[config.mk]
export PLATFORM = sky130hd
export DESIGN_NAME = rswd_top
export DESIGN_NICKNAME = d
export VERILOG_FILES = /design/src/rtl/rswd_pkg.sv /design/src/rtl/rswd_top.sv
export SDC_FILE = /design/constraint.sdc
export NUM_CORES = 1
export LEC_CHECK = 0
export BUFFER_PORTS_ARGS = -buffer_cell sky130_fd_sc_hd__buf_4
export CORE_ASPECT_RATIO = 0.7
export CORE_MARGIN = 1
export CORE_UTILIZATION = 35
export CTS_CLUSTER_DIAMETER = 200
export DETAILED_ROUTE_END_ITERATION = 6
export PLACE_DENSITY = 0.56
export SLEW_MARGIN = 20
export SYNTH_ARGS = -nofsm -noshare
export SYNTH_HDL_FRONTEND = slang
export SYNTH_SLANG_ARGS = --single-unit
[constraint.sdc]
create_clock -name clk_sys -period 4.1 [get_ports clk_sys]
set_input_delay 0.41 -clock clk_sys [delete_from_list [all_inputs] [get_ports clk_sys]]
set_output_delay 0.41 -clock clk_sys [all_outputs]
set_load 0.02 [all_outputs]
[src/rtl/rswd_pkg.sv]
// constants, field positions and types for the reset sources and timeout guard timer
package rswd_pkg;

   // ----------------------------------------------------------------
   // register byte addresses
   // ----------------------------------------------------------------
   localparam logic [7:0] ADDR_CAUSE = 8'h54;
   localparam logic [7:0] ADDR_GUARD = 8'h60;
   localparam logic [7:0] ADDR_MISC = 8'h64;
   localparam logic [7:0] ADDR_RESTART = 8'h68;

   // ----------------------------------------------------------------
   // guard_control fields
   // ----------------------------------------------------------------
   localparam int GC_IRQ_FLAG = 7;
   localparam int GC_IRQ_EN = 6;
   localparam int GC_PS3 = 5;
   localparam int GC_CHG_EN = 4;
   localparam int GC_RST_EN = 3;
   localparam int GC_PS_LO = 0;

   // ----------------------------------------------------------------
   // reset_cause_flags fields and reset value
   // ----------------------------------------------------------------
   localparam int RC_SCAN = 4;
   localparam int RC_GUARD = 3;
   localparam int RC_DROP = 2;
   localparam int RC_EXT = 1;
   localparam int RC_POWER = 0;
   localparam logic [4:0] RC_RESET = 5'h01;

   // ----------------------------------------------------------------
   // misc control fields
   // ----------------------------------------------------------------
   localparam int MC_CMP_BANDGAP = 0;
   localparam int MC_CONV_EN = 1;

   // ----------------------------------------------------------------
   // timing
   // ----------------------------------------------------------------
   localparam int CLK_PERIOD_NS = 25;
   localparam logic [2:0] CHANGE_WINDOW_CYCLES = 3'h4;
   localparam int EXT_MIN_PULSE_NS = 2500;
   localparam int EXT_MIN_CYCLES = (EXT_MIN_PULSE_NS + CLK_PERIOD_NS - 1) / CLK_PERIOD_NS;
   localparam int SUPPLY_DROP_MIN_DURATION_NS = 2000;
   localparam int SUPPLY_DROP_MIN_CYCLES =
      (SUPPLY_DROP_MIN_DURATION_NS + CLK_PERIOD_NS - 1) / CLK_PERIOD_NS;
   localparam int STARTUP_DELAY_PERIOD_US = 4100;
   localparam int STARTUP_DELAY_DEFAULT = (STARTUP_DELAY_PERIOD_US * 1000) / CLK_PERIOD_NS;
   localparam int GUARD_BASE_OSC_CYCLES = 2048;
   localparam logic [3:0] GUARD_PS_MAX = 4'h9;
   localparam logic [2:0] DROP_LEVEL_OFF = 3'h7;

   // ----------------------------------------------------------------
   // reset sequencer states
   // ----------------------------------------------------------------
   typedef enum logic [2:0]
   {
      RS_HOLD = 3'b001,
      RS_DELAY = 3'b010,
      RS_RUN = 3'b100
   } rswd_rst_state_type;

endpackage

[src/rtl/rswd_top.sv]
// reset source combiner, startup delay counter and timeout guard timer with AHB-Lite registers
//
// Design decisions made here: the AHB-Lite slave port and the address map.
`timescale 1ns/1ps
module rswd_top
   import rswd_pkg::*;
#(
   parameter int unsigned STARTUP_DELAY_CYCLES = STARTUP_DELAY_DEFAULT,
   parameter int unsigned GUARD_BASE_CYCLES = GUARD_BASE_OSC_CYCLES
)
(
   input wire logic clk_sys,
   input wire logic rst_b,
   input wire logic hsel,
   input wire logic [7:0] haddr,
   input wire logic [1:0] htrans,
   input wire logic hwrite,
   input wire logic [2:0] hsize,
   input wire logic [31:0] hwdata,
   input wire logic hready,
   output logic [31:0] hrdata,
   output logic hreadyout,
   output logic hresp,
   input wire logic power_loss,
   input wire logic ext_reset_pin_b,
   input wire logic supply_drop_raw,
   input wire logic [2:0] supply_drop_level_fuse,
   input wire logic scan_reset_bit,
   input wire logic ext_reset_disable_fuse,
   input wire logic guard_always_on_fuse,
   input wire logic guard_osc_128k,
   input wire logic guard_irq_ack,
   output logic sys_reset_b,
   output logic guard_irq,
   output logic bandgap_enable
);

   // ----------------------------------------------------------------
   // state
   // ----------------------------------------------------------------
   typedef struct packed
   {
      rswd_rst_state_type st;
      logic [31:0] delay_cnt;
      logic [7:0] ext_cnt;
      logic [7:0] drop_cnt;
      logic ext_act;
      logic drop_act;
      logic guard_pulse;
      logic osc_prev;
      logic [20:0] guard_cnt;
      logic irq_en;
      logic rst_en;
      logic [3:0] ps;
      logic [2:0] chg_cnt;
      logic irq_flag;
      logic [4:0] cause;
      logic cmp_bandgap;
      logic conv_en;
      logic wr_pend;
      logic [7:0] wr_addr;
      logic [31:0] rdata;
      logic sys_reset_b;
      logic irq;
      logic bandgap;
   } rswd_state_type;

   rswd_state_type s_q;
   rswd_state_type s_d;

   logic addr_phase;
   logic wr_go;
   logic [31:0] w;
   logic drop_en;
   logic any_src;
   logic rst_en_eff;
   logic irq_en_eff;
   logic running;
   logic tick;
   logic expire;
   logic [3:0] ps_eff;
   logic [20:0] limit;

   // ----------------------------------------------------------------
   // next state
   // ----------------------------------------------------------------
   always_comb
   begin
      s_d = s_q;
      w = hwdata;
      addr_phase = hsel && htrans[1] && hready;
      wr_go = s_q.wr_pend;
      s_d.wr_pend = addr_phase && hwrite;
      s_d.wr_addr = haddr;

      // reset source filters
      if (ext_reset_pin_b || ext_reset_disable_fuse)
      begin
         s_d.ext_cnt = 8'h00;
         s_d.ext_act = 1'b0;
      end
      else if (s_q.ext_cnt == 8'(EXT_MIN_CYCLES - 1))
         s_d.ext_act = 1'b1;
      else
         s_d.ext_cnt = s_q.ext_cnt + 8'h01;

      drop_en = (supply_drop_level_fuse != DROP_LEVEL_OFF);
      if (!supply_drop_raw || !drop_en)
      begin
         s_d.drop_cnt = 8'h00;
         s_d.drop_act = 1'b0;
      end
      else if (s_q.drop_cnt == 8'(SUPPLY_DROP_MIN_CYCLES - 1))
         s_d.drop_act = 1'b1;
      else
         s_d.drop_cnt = s_q.drop_cnt + 8'h01;

      // reset sequencer
      any_src = power_loss || s_q.ext_act || s_q.drop_act || scan_reset_bit || s_q.guard_pulse;
      case (s_q.st)
         RS_HOLD:
         begin
            if (!any_src)
            begin
               s_d.st = RS_DELAY;
               s_d.delay_cnt = 32'(STARTUP_DELAY_CYCLES - 1);
            end
         end
         RS_DELAY:
         begin
            if (any_src)
               s_d.st = RS_HOLD;
            else if (s_q.delay_cnt == 32'h0000_0000)
               s_d.st = RS_RUN;
            else
               s_d.delay_cnt = s_q.delay_cnt - 32'h0000_0001;
         end
         RS_RUN:
         begin
            if (any_src)
               s_d.st = RS_HOLD;
         end
         default:
            s_d.st = RS_HOLD;
      endcase

      // cause flags: software writes zero to clear, sources set
      if (wr_go && s_q.wr_addr == ADDR_CAUSE)
         s_d.cause = s_q.cause & w[4:0];
      if (s_q.ext_act)
         s_d.cause[RC_EXT] = 1'b1;
      if (s_q.drop_act)
         s_d.cause[RC_DROP] = 1'b1;
      if (scan_reset_bit)
         s_d.cause[RC_SCAN] = 1'b1;
      if (s_q.guard_pulse)
         s_d.cause[RC_GUARD] = 1'b1;
      if (power_loss)
         s_d.cause = RC_RESET;

      // guard control writes and the timed change window
      if (s_q.chg_cnt != 3'h0)
         s_d.chg_cnt = s_q.chg_cnt - 3'h1;
      if (wr_go && s_q.wr_addr == ADDR_GUARD)
      begin
         s_d.irq_en = w[GC_IRQ_EN];
         if (w[GC_IRQ_FLAG])
            s_d.irq_flag = 1'b0;
         if (w[GC_CHG_EN] && w[GC_RST_EN])
         begin
            s_d.chg_cnt = CHANGE_WINDOW_CYCLES;
            s_d.rst_en = 1'b1;
         end
         else if (s_q.chg_cnt != 3'h0 && !w[GC_CHG_EN])
         begin
            s_d.rst_en = w[GC_RST_EN];
            s_d.ps = {w[GC_PS3], w[GC_PS_LO +: 3]};
            s_d.chg_cnt = 3'h0;
         end
         else
            s_d.rst_en = s_q.rst_en | w[GC_RST_EN];
      end
      if (wr_go && s_q.wr_addr == ADDR_MISC)
      begin
         s_d.cmp_bandgap = w[MC_CMP_BANDGAP];
         s_d.conv_en = w[MC_CONV_EN];
      end
      if (guard_irq_ack)
      begin
         s_d.irq_flag = 1'b0;
         s_d.irq_en = 1'b0;
      end
      if (s_q.st != RS_RUN)
      begin
         s_d.irq_en = 1'b0;
         s_d.rst_en = 1'b0;
         s_d.ps = 4'h0;
         s_d.chg_cnt = 3'h0;
         s_d.irq_flag = 1'b0;
      end

      // guard timer, counted in oscillator cycles regardless of sleep
      rst_en_eff = s_q.rst_en || s_q.cause[RC_GUARD] || guard_always_on_fuse;
      irq_en_eff = s_q.irq_en && !guard_always_on_fuse;
      running = rst_en_eff || irq_en_eff;
      ps_eff = (s_q.ps > GUARD_PS_MAX) ? GUARD_PS_MAX : s_q.ps;
      limit = 21'(GUARD_BASE_CYCLES) << ps_eff;
      s_d.osc_prev = guard_osc_128k;
      tick = guard_osc_128k && !s_q.osc_prev;
      expire = 1'b0;
      s_d.guard_pulse = 1'b0;
      if (!running || (wr_go && s_q.wr_addr == ADDR_RESTART))
         s_d.guard_cnt = 21'h000000;
      else if (tick)
      begin
         if (s_q.guard_cnt >= limit - 21'h000001)
         begin
            expire = 1'b1;
            s_d.guard_cnt = 21'h000000;
         end
         else
            s_d.guard_cnt = s_q.guard_cnt + 21'h000001;
      end
      if (expire)
      begin
         if (irq_en_eff && !(s_q.irq_flag && rst_en_eff))
            s_d.irq_flag = 1'b1;
         else if (rst_en_eff)
            s_d.guard_pulse = 1'b1;
      end

      // outputs
      s_d.sys_reset_b = (s_d.st == RS_RUN);
      s_d.irq = s_d.irq_flag && s_d.irq_en && !guard_always_on_fuse;
      s_d.bandgap = drop_en || s_d.cmp_bandgap || s_d.conv_en;

      // read data from the updated state, so a read right after a write sees it
      s_d.rdata = 32'h0000_0000;
      if (addr_phase && !hwrite)
      begin
         case (haddr)
            ADDR_CAUSE:
               s_d.rdata = {27'h0000000, s_d.cause};
            ADDR_GUARD:
               s_d.rdata = {24'h000000, s_d.irq_flag, s_d.irq_en && !guard_always_on_fuse, s_d.ps[3],
                  s_d.chg_cnt != 3'h0, s_d.rst_en || s_d.cause[RC_GUARD] || guard_always_on_fuse,
                  s_d.ps[2:0]};
            ADDR_MISC:
               s_d.rdata = {30'h00000000, s_d.conv_en, s_d.cmp_bandgap};
            default:
               s_d.rdata = 32'h0000_0000;
         endcase
      end
   end

   // ----------------------------------------------------------------
   // registers
   // ----------------------------------------------------------------
   always_ff @(posedge clk_sys or negedge rst_b)
   begin
      if (!rst_b)
      begin
         s_q <= '0;
         s_q.st <= RS_HOLD;
         s_q.cause <= RC_RESET;
      end
      else
         s_q <= s_d;
   end

   // ----------------------------------------------------------------
   // outputs
   // ----------------------------------------------------------------
   always_comb
   begin
      hrdata = s_q.rdata;
      hreadyout = 1'b1;
      hresp = 1'b0;
      sys_reset_b = s_q.sys_reset_b;
      guard_irq = s_q.irq;
      bandgap_enable = s_q.bandgap;
   end

endmodule // rswd_top

Yosys cells after proc, flatten, opt, wreduce, memory -nomap -nowiden
Cells that the tools add are included.

Register bits: 137. Output and inout port bits: 37. Word-level logic and storage cells: 149.

Add/sub/neg operators: 6. Magnitude comparators: 2. Eq/ne operators: 20. Shift operators: 1. Muxes and demuxes: 48. Bitwise logic cells: 2. Reduce and logical (&&, ||, !) cells: 47.

Operators by type and width (number): equality test 8 x 7 -> 1 bit (second input constant) (9); 2-to-1 mux 32 bit (2); case mux 32 bit (2 select lines) (1); 2-to-1 mux 21 bit (3); 2-to-1 mux 8 bit (5); 2-to-1 mux 35 bit (1); zero test 32 bit (1); subtractor 32 x 1 -> 32 bit (second input constant) (1); case mux 8 bit (3 select lines) (1); adder 21 x 1 -> 21 bit (second input constant) (1); greater-or-equal comparator 21 bit (1); 2-to-1 mux 1 bit (21); left shift 12 x 4 -> 21 bit (first input constant) (1); subtractor 21 x 1 -> 21 bit (second input constant) (1); 2-to-1 mux 10 bit (2); logical AND 1 bit (17); adder 8 x 1 -> 8 bit (second input constant) (2); 2-to-1 mux 3 bit (5); logical OR 1 bit (14); 2-to-1 mux 5 bit (2); inequality test 2 bit (second input constant) (5); case mux 3 bit (3 select lines) (1); zero test 1 bit (8); 2-to-1 mux 4 bit (2); 13 further kinds (19).

Logic depth before layout (Yosys ltp)
Gate-level depths: netlist (run 1).

Depth in word-level cells: 11. Mapped depth: 14.

Worst setup path after synthesis (run 1)
No wires, ideal clock.

Kind: register -> register. From: reg s_q[112] (netlist name). To: reg s_q[105] (netlist name). Setup time: 132 ps. Data arrival time: 2613 ps. Required time: 3968 ps. Slack: 1354 ps. Cell stages (with the launch flop): 10. Buffers on the path: 3. Cell sequence: dfrtp_1 > or4_4 > or4_1 > buf_2 > o41ai_4 > buf_6 > nand2_2 > buf_6 > nor2_1 > nor3_2.

Longest elaborated chain between the ends: 3.

Ends and longest elaborated chain: from (decl) (line rswd_top.sv:68) `rswd_state_type s_q;`; zero test 32 bit (line rswd_top.sv:133) `else if (s_q.delay_cnt == 32'h0000_0000)`; inequality test 2 bit (no source line); AND reduction 4 bit (no source line).

No other way between the ends. A chain may end at the register's enable or synchronous reset.

Worst setup path after layout (run 1)
From: reg s_q[57] (netlist name). To: reg s_q[69] (netlist name).

Longest elaborated chain between the ends: 8.

Ends and longest elaborated chain: > comparator 4 bit (line rswd_top.sv:206) `ps_eff = (s_q.ps > GUARD_PS_MAX) ? GUARD_PS_MAX : s_q.ps;`; 2-to-1 mux 4 bit * (line rswd_top.sv:206); left shift 12 x 4 -> 21 bit * (line rswd_top.sv:207) `limit = 21'(GUARD_BASE_CYCLES) << ps_eff;`; subtractor 21 x 1 -> 21 bit * (line rswd_top.sv:216) `if (s_q.guard_cnt >= limit - 21'h000001)`; greater-or-equal comparator 21 bit * (line rswd_top.sv:216); 2-to-1 mux 21 bit * (line rswd_top.sv:216); 2-to-1 mux 21 bit * (line rswd_top.sv:214) `else if (tick)`; 2-to-1 mux 21 bit * (line rswd_top.sv:212) `if (!running || (wr_go && s_q.wr_addr == ADDR_RESTART))`.

Every way passes the cells marked *; elsewhere a longest branch is shown, timed or not. The select of a mux whose other input is x is not followed.

==> reports/metrics.cfg, run 1 <==
[run_status]
status = complete, no violations

[global_route]
grt-ovfl-total = 0
first_global_vias = 4469
grt_pass1_wl_mm = 22.3
grt_util_all_layers = 0.158
grt_max_degree = 56
antenna_found_initial = 0

[floorplanning]
num_rows = 39
dieWidth_um = 159
die_h_um = 112
io_pins = 98
initial_core_util = 0.364
core_mm2 = 0.0166
dieArea_mm2 = 0.0178

[yosys]
synth.avg_cell_area_um2 = 9.58
synthAdderAreaFrac = 0.0352
synth-simple-area-share = 0.225
yosysWarnings = 0
synth-edff-count = 0
synth-compound-area-share = 0.118
synth_cell_type_count = 58
ys_ff_latch = 113
synth_cells = 630
yosys-top-cells-area = dfrtp_1 (46%), nor2_1 (5.7%), buf_4 (4.4%), xnor2_1 (4.1%), ha_1 (3.5%)
synth_top_family_by_area = simple AND/OR/NAND/NOR gates
synth.cell_area_mm2 = 0.00604
yosys.area.top_type = dfrtp_1
async_flop_share = 1.00
synth_flop_cell = dfrtp_1
synth_top_area_frac = 0.460
yosysSeqAreaShare = 0.469
synth-xor-area-share = 0.0682
synth.mux.area_fraction = 0.0153

[setup_path]
slowest_stage = dfrtp_1
r2r_slack_ns = 0.87
worst-path-stages = 12
worstPathRequired_ns = 4.41
start_kind = flip-flop
crit_chain = nor2_1 > nand3b_1 > ha_1 > a21o_1 > a32oi_1 > ha_1 > nand4_1 > nor2_1 > a32oi_1 > nand2_1 > a21bo_2 > a311oi_1
cp-endpoint = s_q[69]
rr_endpoint = s_q[69]
max_stage_delay_ns = 0.45
critPathBufInv = 0
critPathCaptureType = flip-flop
crit_type = flip-flop to flip-flop
r2r_start = s_q[57]
crit_family = compound AO/OA/AOI/OAI gates
cp.arrival_ns = 3.54
cp_max_fo = 15
cp-startpoint = s_q[57]
r2r_cells = 12

[detailed_routing]
ant_nets = 0
wire_per_inst_um = 14.6
viasPerCell = 5.06
first_pass_iters = 5
dr.first_iter.drc_count = 234
drc = 0
vias = 4586
drt_wl_total_mm = 13.2

[sta]
layout_min_cycle_time_ns = 3.23
finalSetupViolCount = 0
setup_ws_ns = 0.868
clock.fmax_ghz = 0.309
finClkSkew_ns = 0.00877
worstMarginPinSlew_ns = 0.928
tns_ns = 0
fin_crit_sh = 0.788
rsz0062_at_grt = false
hold_viol_final = 0
holdWs_ns = 0.0503
slew_violations = 0
slew_headroom = 0.381

[final_layout]
final_cells = 907
area_growth_syn_to_layout_pct = 16.3
n_fill_cell = 1624
sequential_cell_area_mm2 = 0.00283
multi_input_area_mm2 = 0.00289
postLayoutCellArea_mm2 = 0.00702
drive_gt1_frac = 0.157
diodes = 0
nNetsFinal = 747

[clock_tree]
clock_sinks = 113
root_buffer = clkbuf_16
clkLatencyLatePin_ns = 0.41
tritoncts = yes
clk_path_buf_depth = 2
numCtsBuffers = 17
hold_buffers = 0
post_cts_buffers = 0
cts_resized = 0
htree_levels = 4
clk_pin_slew_ns = 0.06

[placed_design]
place_hpwl_mm = 9.62
portBuffers = 43
dpl_worst_slack_ns = 0.950
placed_cells = 875
place_congestion = 0.788
placed_area_mm2 = 0.00642

[power_and_ir_drop]
ir_drop_v = 0.000250
power_density_mw_per_mm2 = 390
leakage_nw = 3.03

[hold_path]
hp-class = input port to asynchronous set/reset pin

[run]
maxCapViolations = 0

[registers in the layout (all words and copies together) (netlist names)]
| register | flops |
|---|---|
| s_q | 101 |
| guard_irq | 1 |
| wr_go | 1 |
| sys_reset_b | 1 |
| hrdata | 8 |
| bandgap_enable | 1 |
[how the worst min path moves through the flow]
stage                           endpoint     start  slack, ns
after floorplan           bandgap_enable     rst_b       0.11
after global placement          s_q[109]  s_q[109]       0.47
after detailed placement        s_q[109]  s_q[109]       0.49
after CTS                       s_q[100]     rst_b       0.07
after global routing             s_q[38]  haddr[3]       0.08
final                           s_q[100]     rst_b       0.05
[final cells by class]
class | instances | share of cell area
repair buffers | 48 | 0.0513
flip-flops and latches | 113 | 0.403
well taps | 225 | 0.0401
clock buffers | 18 | 0.0625
multi-input cells | 473 | 0.412
inverters | 16 | 0.00855
clock inverters | 14 | 0.0225
[metrics by stage]
| stage | power (mW) | utilization |
|---|---|---|
| 5_1_grt | 2.84 | 0.423 |
| 3_5_place_dp | 1.30 | 0.387 |
| 2_1_floorplan | 1.25 | - |
| 3_3_place_gp | 1.30 | 0.387 |
| 4_1_cts | 2.77 | 0.423 |
| 6_report | 2.74 | 0.423 |
[metal layers]
metal  global-route usage  wire, um  vias up  part of all wire
li1                     -         -     2248                 -
met1                0.226      6870     2227              0.52
met2                0.232      5710       94              0.43
met3               0.0410       471       17             0.036
met4               0.0532       180        0             0.014
met5                    0         0        -                 0
[cells in the mapped netlist, types with 3 or more instances]
library cell  number
nor3_1            19
a211oi_1          10
and4_1             3
and3_1             5
nand2b_1           7
a21boi_0           4
mux2i_1            7
inv_1             16
or4_4              3
a21oi_1           36
or3_1             14
a32oi_1            3
xnor2_1           28
xor2_1            19
nand3_1           19
o21ai_0           23
buf_2              3
ha_1              17
a21o_1             4
nand3b_1           4
clkbuf_1          13
dfrtp_1          111
nand4_1           12
a2111oi_0          5
nor2b_1            7
a21bo_2            3
or4_1              9
nand2_1           41
buf_4             35
or3b_2             3
nor4_1             8
nor3b_1            4
nor2_1            91
or2_2              7
[cells by family (layout without fill, tap and decap cells)]
logic type,after synthesis,count (layout)
multiplexers,9,9
adder cells (fa/ha/maj),17,17
AO/OA/AOI/OAI,107,107
XOR/XNOR,47,47
buffers and inverters,69,96
flip-flops,113,113
other,2,27
AND/OR/NAND/NOR,266,266
[report_power, final]
part	internal, mW	switching (mW)
registers	1.13	0.00943
logic	0.0416	0.0963
clock network	0.916	0.545
total	2.09	0.650
[cells in the final DEF (no fill, tap or decap), types with 6 or more instances in the layout]
master,count
dfrtp_1,111
nor2_1,91
buf_4,48
nand2_1,41
a21oi_1,36
xnor2_1,28
conb_1,27
o21ai_0,23
nor3_1,19
nand3_1,19
xor2_1,19
ha_1,17
clkbuf_16,17
inv_1,16
or3_1,14
nand4_1,12
a211oi_1,10
or4_1,9
nor4_1,8
nand2b_1,7
nor2b_1,7
mux2i_1,7
or2_2,7
clkinv_4,6
(Power assumes the default switching activity.)
==> inputs of run 2 (changes only) <==
clock period = 3.1 ns   (was 4.1 ns; I/O delays follow)
==> reports/metrics.cfg, run 2 (synthesis gave the netlist of run 1 again) <==
[run_status]
status = finished, violations left
failed_checks = negative hold slack

[placed_design]
portBuffers = 43
place_hpwl_mm = 9.85
place_congestion = 0.798
placed_cells = 886
dpl_worst_slack_ns = 0.121
placed_area_mm2 = 0.00653

[hold_path]
hp-class = input port to asynchronous set/reset pin

[detailed_routing]
first_pass_iters = 4
vias = 4650
drc = 0
wire_per_inst_um = 14.8
viasPerCell = 5.03
ant_nets = 0
dr.first_iter.drc_count = 273
drt_wl_total_mm = 13.7

[final_layout]
nNetsFinal = 764
largest_reg_flops = 101
n_fill_cell = 1584
final_cells = 924
area_growth_syn_to_layout_pct = 19.4
drive_gt1_frac = 0.172
diodes = 0
multi_input_area_mm2 = 0.00291
mostFrequentLayoutCells = dfrtp_1 (111), nor2_1 (90), buf_4 (58)
postLayoutCellArea_mm2 = 0.00721
regMostFlops = s_q
sequential_cell_area_mm2 = 0.00283
final_common_cell = dfrtp_1

[sta]
rsz0062_at_grt = false
slew_headroom = 0.464
fin_crit_sh = 0.937
holdWs_ns = -0.0197
layout_min_cycle_time_ns = 2.90
finClkSkew_ns = 0.00915
clock.fmax_ghz = 0.344
finalSetupViolCount = 0
hold_viol_final = 26
tns_ns = 0
setup_ws_ns = 0.195
worstMarginPinSlew_ns = 0.797
slew_violations = 0

[floorplanning]
num_rows = 39
dieWidth_um = 159
core_mm2 = 0.0166
dieArea_mm2 = 0.0178
initial_core_util = 0.364
io_pins = 98
die_h_um = 112

[clock_tree]
clkLatencyLatePin_ns = 0.41
clk_pin_slew_ns = 0.05
clock_sinks = 113
htree_levels = 4
tritoncts = yes
numCtsBuffers = 17
clk_path_buf_depth = 2
root_buffer = clkbuf_16

[global_route]
grt-ovfl-total = 0
first_global_vias = 4562
grt_pass1_wl_mm = 23.1
grt_max_degree = 60
antenna_found_initial = 0
grt_util_all_layers = 0.165

[setup_path]
crit_type = flip-flop to flip-flop
start_kind = flip-flop
r2r_slack_ns = 0.20
worstPathRequired_ns = 3.43
cp_max_fo = 21
critPathCaptureType = flip-flop
cp.arrival_ns = 3.23

[power_and_ir_drop]
ir_drop_v = 0.000366
leakage_nw = 3.14
power_density_mw_per_mm2 = 513

[run]
maxCapViolations = 0

[run 2: cell types whose count changed in the layout (fill, tap and decap cells not counted), sizes merged]
cell,before,now
dlygate4sd3,0,5
clkbuf,18,22
clkinv,7,4
inv,18,16
buf,48,60
bufinv,2,3
[run 2: critical path: stages (launching register included)]
cell and delay, ns:
dfrtp_1 0.41, or4_4 0.56, or4_1 0.66, o41ai_4 0.47, buf_12 0.21, nand2_2 0.17, and4_1 0.26, nor3_2 0.09
[run 2: per-layer routing]
metal  wire [um]  global-route usage  vias up
li1            -                   -     2274
met1        6860               0.241     2261
met2        6030               0.237      104
met3         654              0.0436       11
met4         119              0.0526        0
met5           0                   0        -
[run 2: through the flow]
step | total power [mW] | utilization
after floorplan | 1.65 | -
after global placement | 1.72 | 0.394
after detailed placement | 1.73 | 0.394
after CTS | 3.75 | 0.433
after global routing | 3.84 | 0.435
final | 3.70 | 0.435
[run 2: repair_timing]
action	4_1_cts	5_1_grt
setup endpoints to repair	0	19
endpoints found under the hold margin	5	0
setup buffers	0	1
hold buffers	5	0
gates resized for setup	0	3
[run 2: final timing paths]
| check | startpoint | to | cells after the start |
|---|---|---|---|
| min reg2reg | s_q[117] | s_q[117] | 1 |
| max reg2reg | s_q[112] | s_q[105] | 7 |
| min in group clk_sys | haddr[6] | s_q[41] | 1 |
| max | s_q[112] | s_q[105] | 7 |
| max in group asynchronous | rst_b | s_q[134] | 2 |
| min | rst_b | s_q[98] | 1 |
[run 2: area by class of cell]
type | count | area share
inverters | 16 | 0.00833
clock buffers | 22 | 0.0658
multi-input cells | 473 | 0.403
well taps | 225 | 0.0390
repair buffers | 65 | 0.0729
clock inverters | 10 | 0.0184
flip-flops and latches | 113 | 0.392
[run 2: where the power goes]
group          switching, mW  leakage [nW]  internal [mW]
clock network          0.674         0.292           1.32
registers             0.0122          1.49           1.50
logic                  0.132          1.36         0.0665
==> inputs of run 3 (changes only) <==
ABC_AREA = 1   (was default)
PLACE_DENSITY = 0.55   (was 0.56)
==> reports/metrics.cfg, run 3 <==
[detailed_routing]
drt_wl_total_mm = 16.7
first_pass_iters = 5
wire_per_inst_um = 13.2
viasPerCell = 4.55
drc = 0
dr.first_iter.drc_count = 316
ant_nets = 0
vias = 5787

[setup_path]
cp_max_fo = 12
critPathBufInv = 5
crit_type = flip-flop to flip-flop
crit_family = simple AND/OR/NAND/NOR gates
max_stage_delay_ns = 0.39
cp_common_cell = nand2_1
slowest_stage = dfrtp_1
crit_chain = inv_1 > nand2_1 > nor3_1 > inv_1 > ha_1 > xnor2_1 > inv_1 > ha_1 > nand2_1 > nor2_1 > nand2_1 > nor2_1 > nand2_1 > nand3_2 > inv_2 > o21ai_2 > buf_4 > nor2_1
start_kind = flip-flop
critPathCaptureType = flip-flop
worstPathRequired_ns = 3.40
cp.arrival_ns = 3.01

[global_route]
grt-ovfl-total = 0
grt_util_all_layers = 0.183
antenna_found_initial = 0
grt_pass1_wl_mm = 28.7
grt_max_degree = 71
first_global_vias = 5688

[power_and_ir_drop]
p_seq_frac = 0.377
ir_drop_v = 0.000355
p_comb_frac = 0.149
power_density_mw_per_mm2 = 524
p_sw_frac = 0.279
internal_power_mw = 3.01
switchingPower_mw = 1.16
clock_power_share = 0.474
leakage_nw = 4.09
finalPower_mw = 4.17

[yosys]
synth.avg_cell_area_um2 = 7.27
yosysWarnings = 0
yosys.area.top_type = dfrtp_1
yosysSeqAreaShare = 0.412
async_flop_share = 1.00
yosysMostFrequentCell = nand2_1
synth_common_cells = nand2_1 (272), nor2_1 (156), dfrtp_1 (111)
yosys-top-cells-area = dfrtp_1 (40%), nand2_1 (15%), nor2_1 (8.5%), inv_1 (5.0%), nand3_1 (4.4%)
ys_ff_latch = 113
synth_top_area_frac = 0.405
synth_cells = 944
synth_cell_type_count = 43
synth-edff-count = 0
synth_flop_cell = dfrtp_1
synth.cell_area_mm2 = 0.00686

[sta]
finalSetupViolCount = 0
rsz0062_at_grt = false
tns_ns = 0
hold_viol_final = 0
slew_headroom = 0.528
layout_min_cycle_time_ns = 2.71
clock.fmax_ghz = 0.369
worstMarginPinSlew_ns = 0.707
finClkSkew_ns = 0.00877
fin_crit_sh = 0.874
holdWs_ns = 0.0159
slew_violations = 0

[final_layout]
n_fill_cell = 1958
sequential_cell_area_mm2 = 0.00283
multi_input_area_mm2 = 0.00341
regMostFlops = s_q
postLayoutCellArea_mm2 = 0.00795
mostFrequentLayoutCells = nand2_1 (272), nor2_1 (156), dfrtp_1 (111)
nNetsFinal = 1072
drive_gt1_frac = 0.100
diodes = 0
area_growth_syn_to_layout_pct = 15.8
final_common_cell = nand2_1
largest_reg_flops = 101

[floorplanning]
core_mm2 = 0.0191
dieWidth_um = 169
dieArea_mm2 = 0.0202
io_pins = 98
die_h_um = 119
initial_core_util = 0.360
num_rows = 42

[placed_design]
portBuffers = 43
place_congestion = 0.886
placed_area_mm2 = 0.00730
place_hpwl_mm = 12.4

[clock_tree]
root_buffer = clkbuf_16
numCtsBuffers = 17
cts_resized = 0
clock_sinks = 113
clk_path_buf_depth = 2
htree_levels = 4
clkLatencyLatePin_ns = 0.41
clk_pin_slew_ns = 0.05
tritoncts = yes

[run_status]
status = complete, no violations

[run]
maxCapViolations = 0

[hold_path]
hp-class = input port to flip-flop

## run 3: cell count changes in the layout (fill, tap and decap cells not counted), moves of 10 or more
cell,before,now
buf_4,58,47
inv_1,16,91
nand2_1,41,272
nand3_1,19,60
nor2_1,90,156
o21ai_0,23,33
o21ai_1,0,10
or3_1,14,1
xnor2_1,28,8
xor2_1,19,30
## run 3: what timing repair did
item	in CTS	in global routing
buffers inserted	0	0
endpoints found under the hold margin	48	0
endpoints found under the setup margin	0	0
hold buffers	6	0
## run 3: final timing paths
path,from,slack [ns],to,depth (start not counted)
setup / recovery,s_q[56],0.39,s_q[63],18
hold / removal,guard_osc_128k,0.02,s_q[82],1
setup reg to reg,s_q[56],0.39,s_q[63],18
hold reg to reg,s_q[46],0.49,s_q[46],2
max in group asynchronous,rst_b,1.86,s_q[46],3
min in group asynchronous,rst_b,0.43,hrdata[5],2
## run 3: power groups by stage
stage / sequential [mW] / combinational (mW) / clock (mW)
floorplan: 1.59 / 0.469 / 0
global placement: 1.60 / 0.608 / 0
detailed placement: 1.60 / 0.607 / 0
CTS: 1.57 / 0.619 / 2.02
global route: 1.58 / 0.714 / 2.10
finish: 1.57 / 0.620 / 1.98
## run 3: per-stage QoR
stage | setup WS, ns | util | cells
floorplan | 0.712 | - | 969
global placement | 0.446 | 0.383 | 1233
detailed placement | 0.409 | 0.383 | 1233
CTS | 0.385 | 0.417 | 1271
global route | 0.0525 | 0.417 | 1271
finish | 0.391 | 0.417 | 1271
## run 3: metal layers
metal  vias to the layer above  global-route usage  wire (um)
met5                         -                   0          0
met4                         0              0.0473        163
met3                        14              0.0399        711
met2                       100               0.253       6570
met1                      2654               0.282       9290
li1                       3019                   -          -
## run 3: cells by family (layout without fill, tap and decap cells)
kind of cell             Yosys count  after routing  synth area share
AO/OA/AOI/OAI                     87             87            0.0698
XOR/XNOR                          38             38            0.0485
buffers and inverters            143            181             0.104
flip-flops                       113            113             0.412
other                              2             27           0.00109
AND/OR/NAND/NOR                  544            544             0.333
adder cells (fa/ha/maj)           17             17            0.0310
## run 3: area by class of cell
class                           instances  share of cell area
Multi-Input combinational cell        713               0.429
Timing Repair Buffer                   54              0.0545
Clock inverter                         11              0.0173
Tap cell                              264              0.0415
Inverter                               95              0.0449
Clock buffer                           21              0.0567
Sequential cell                       113               0.356
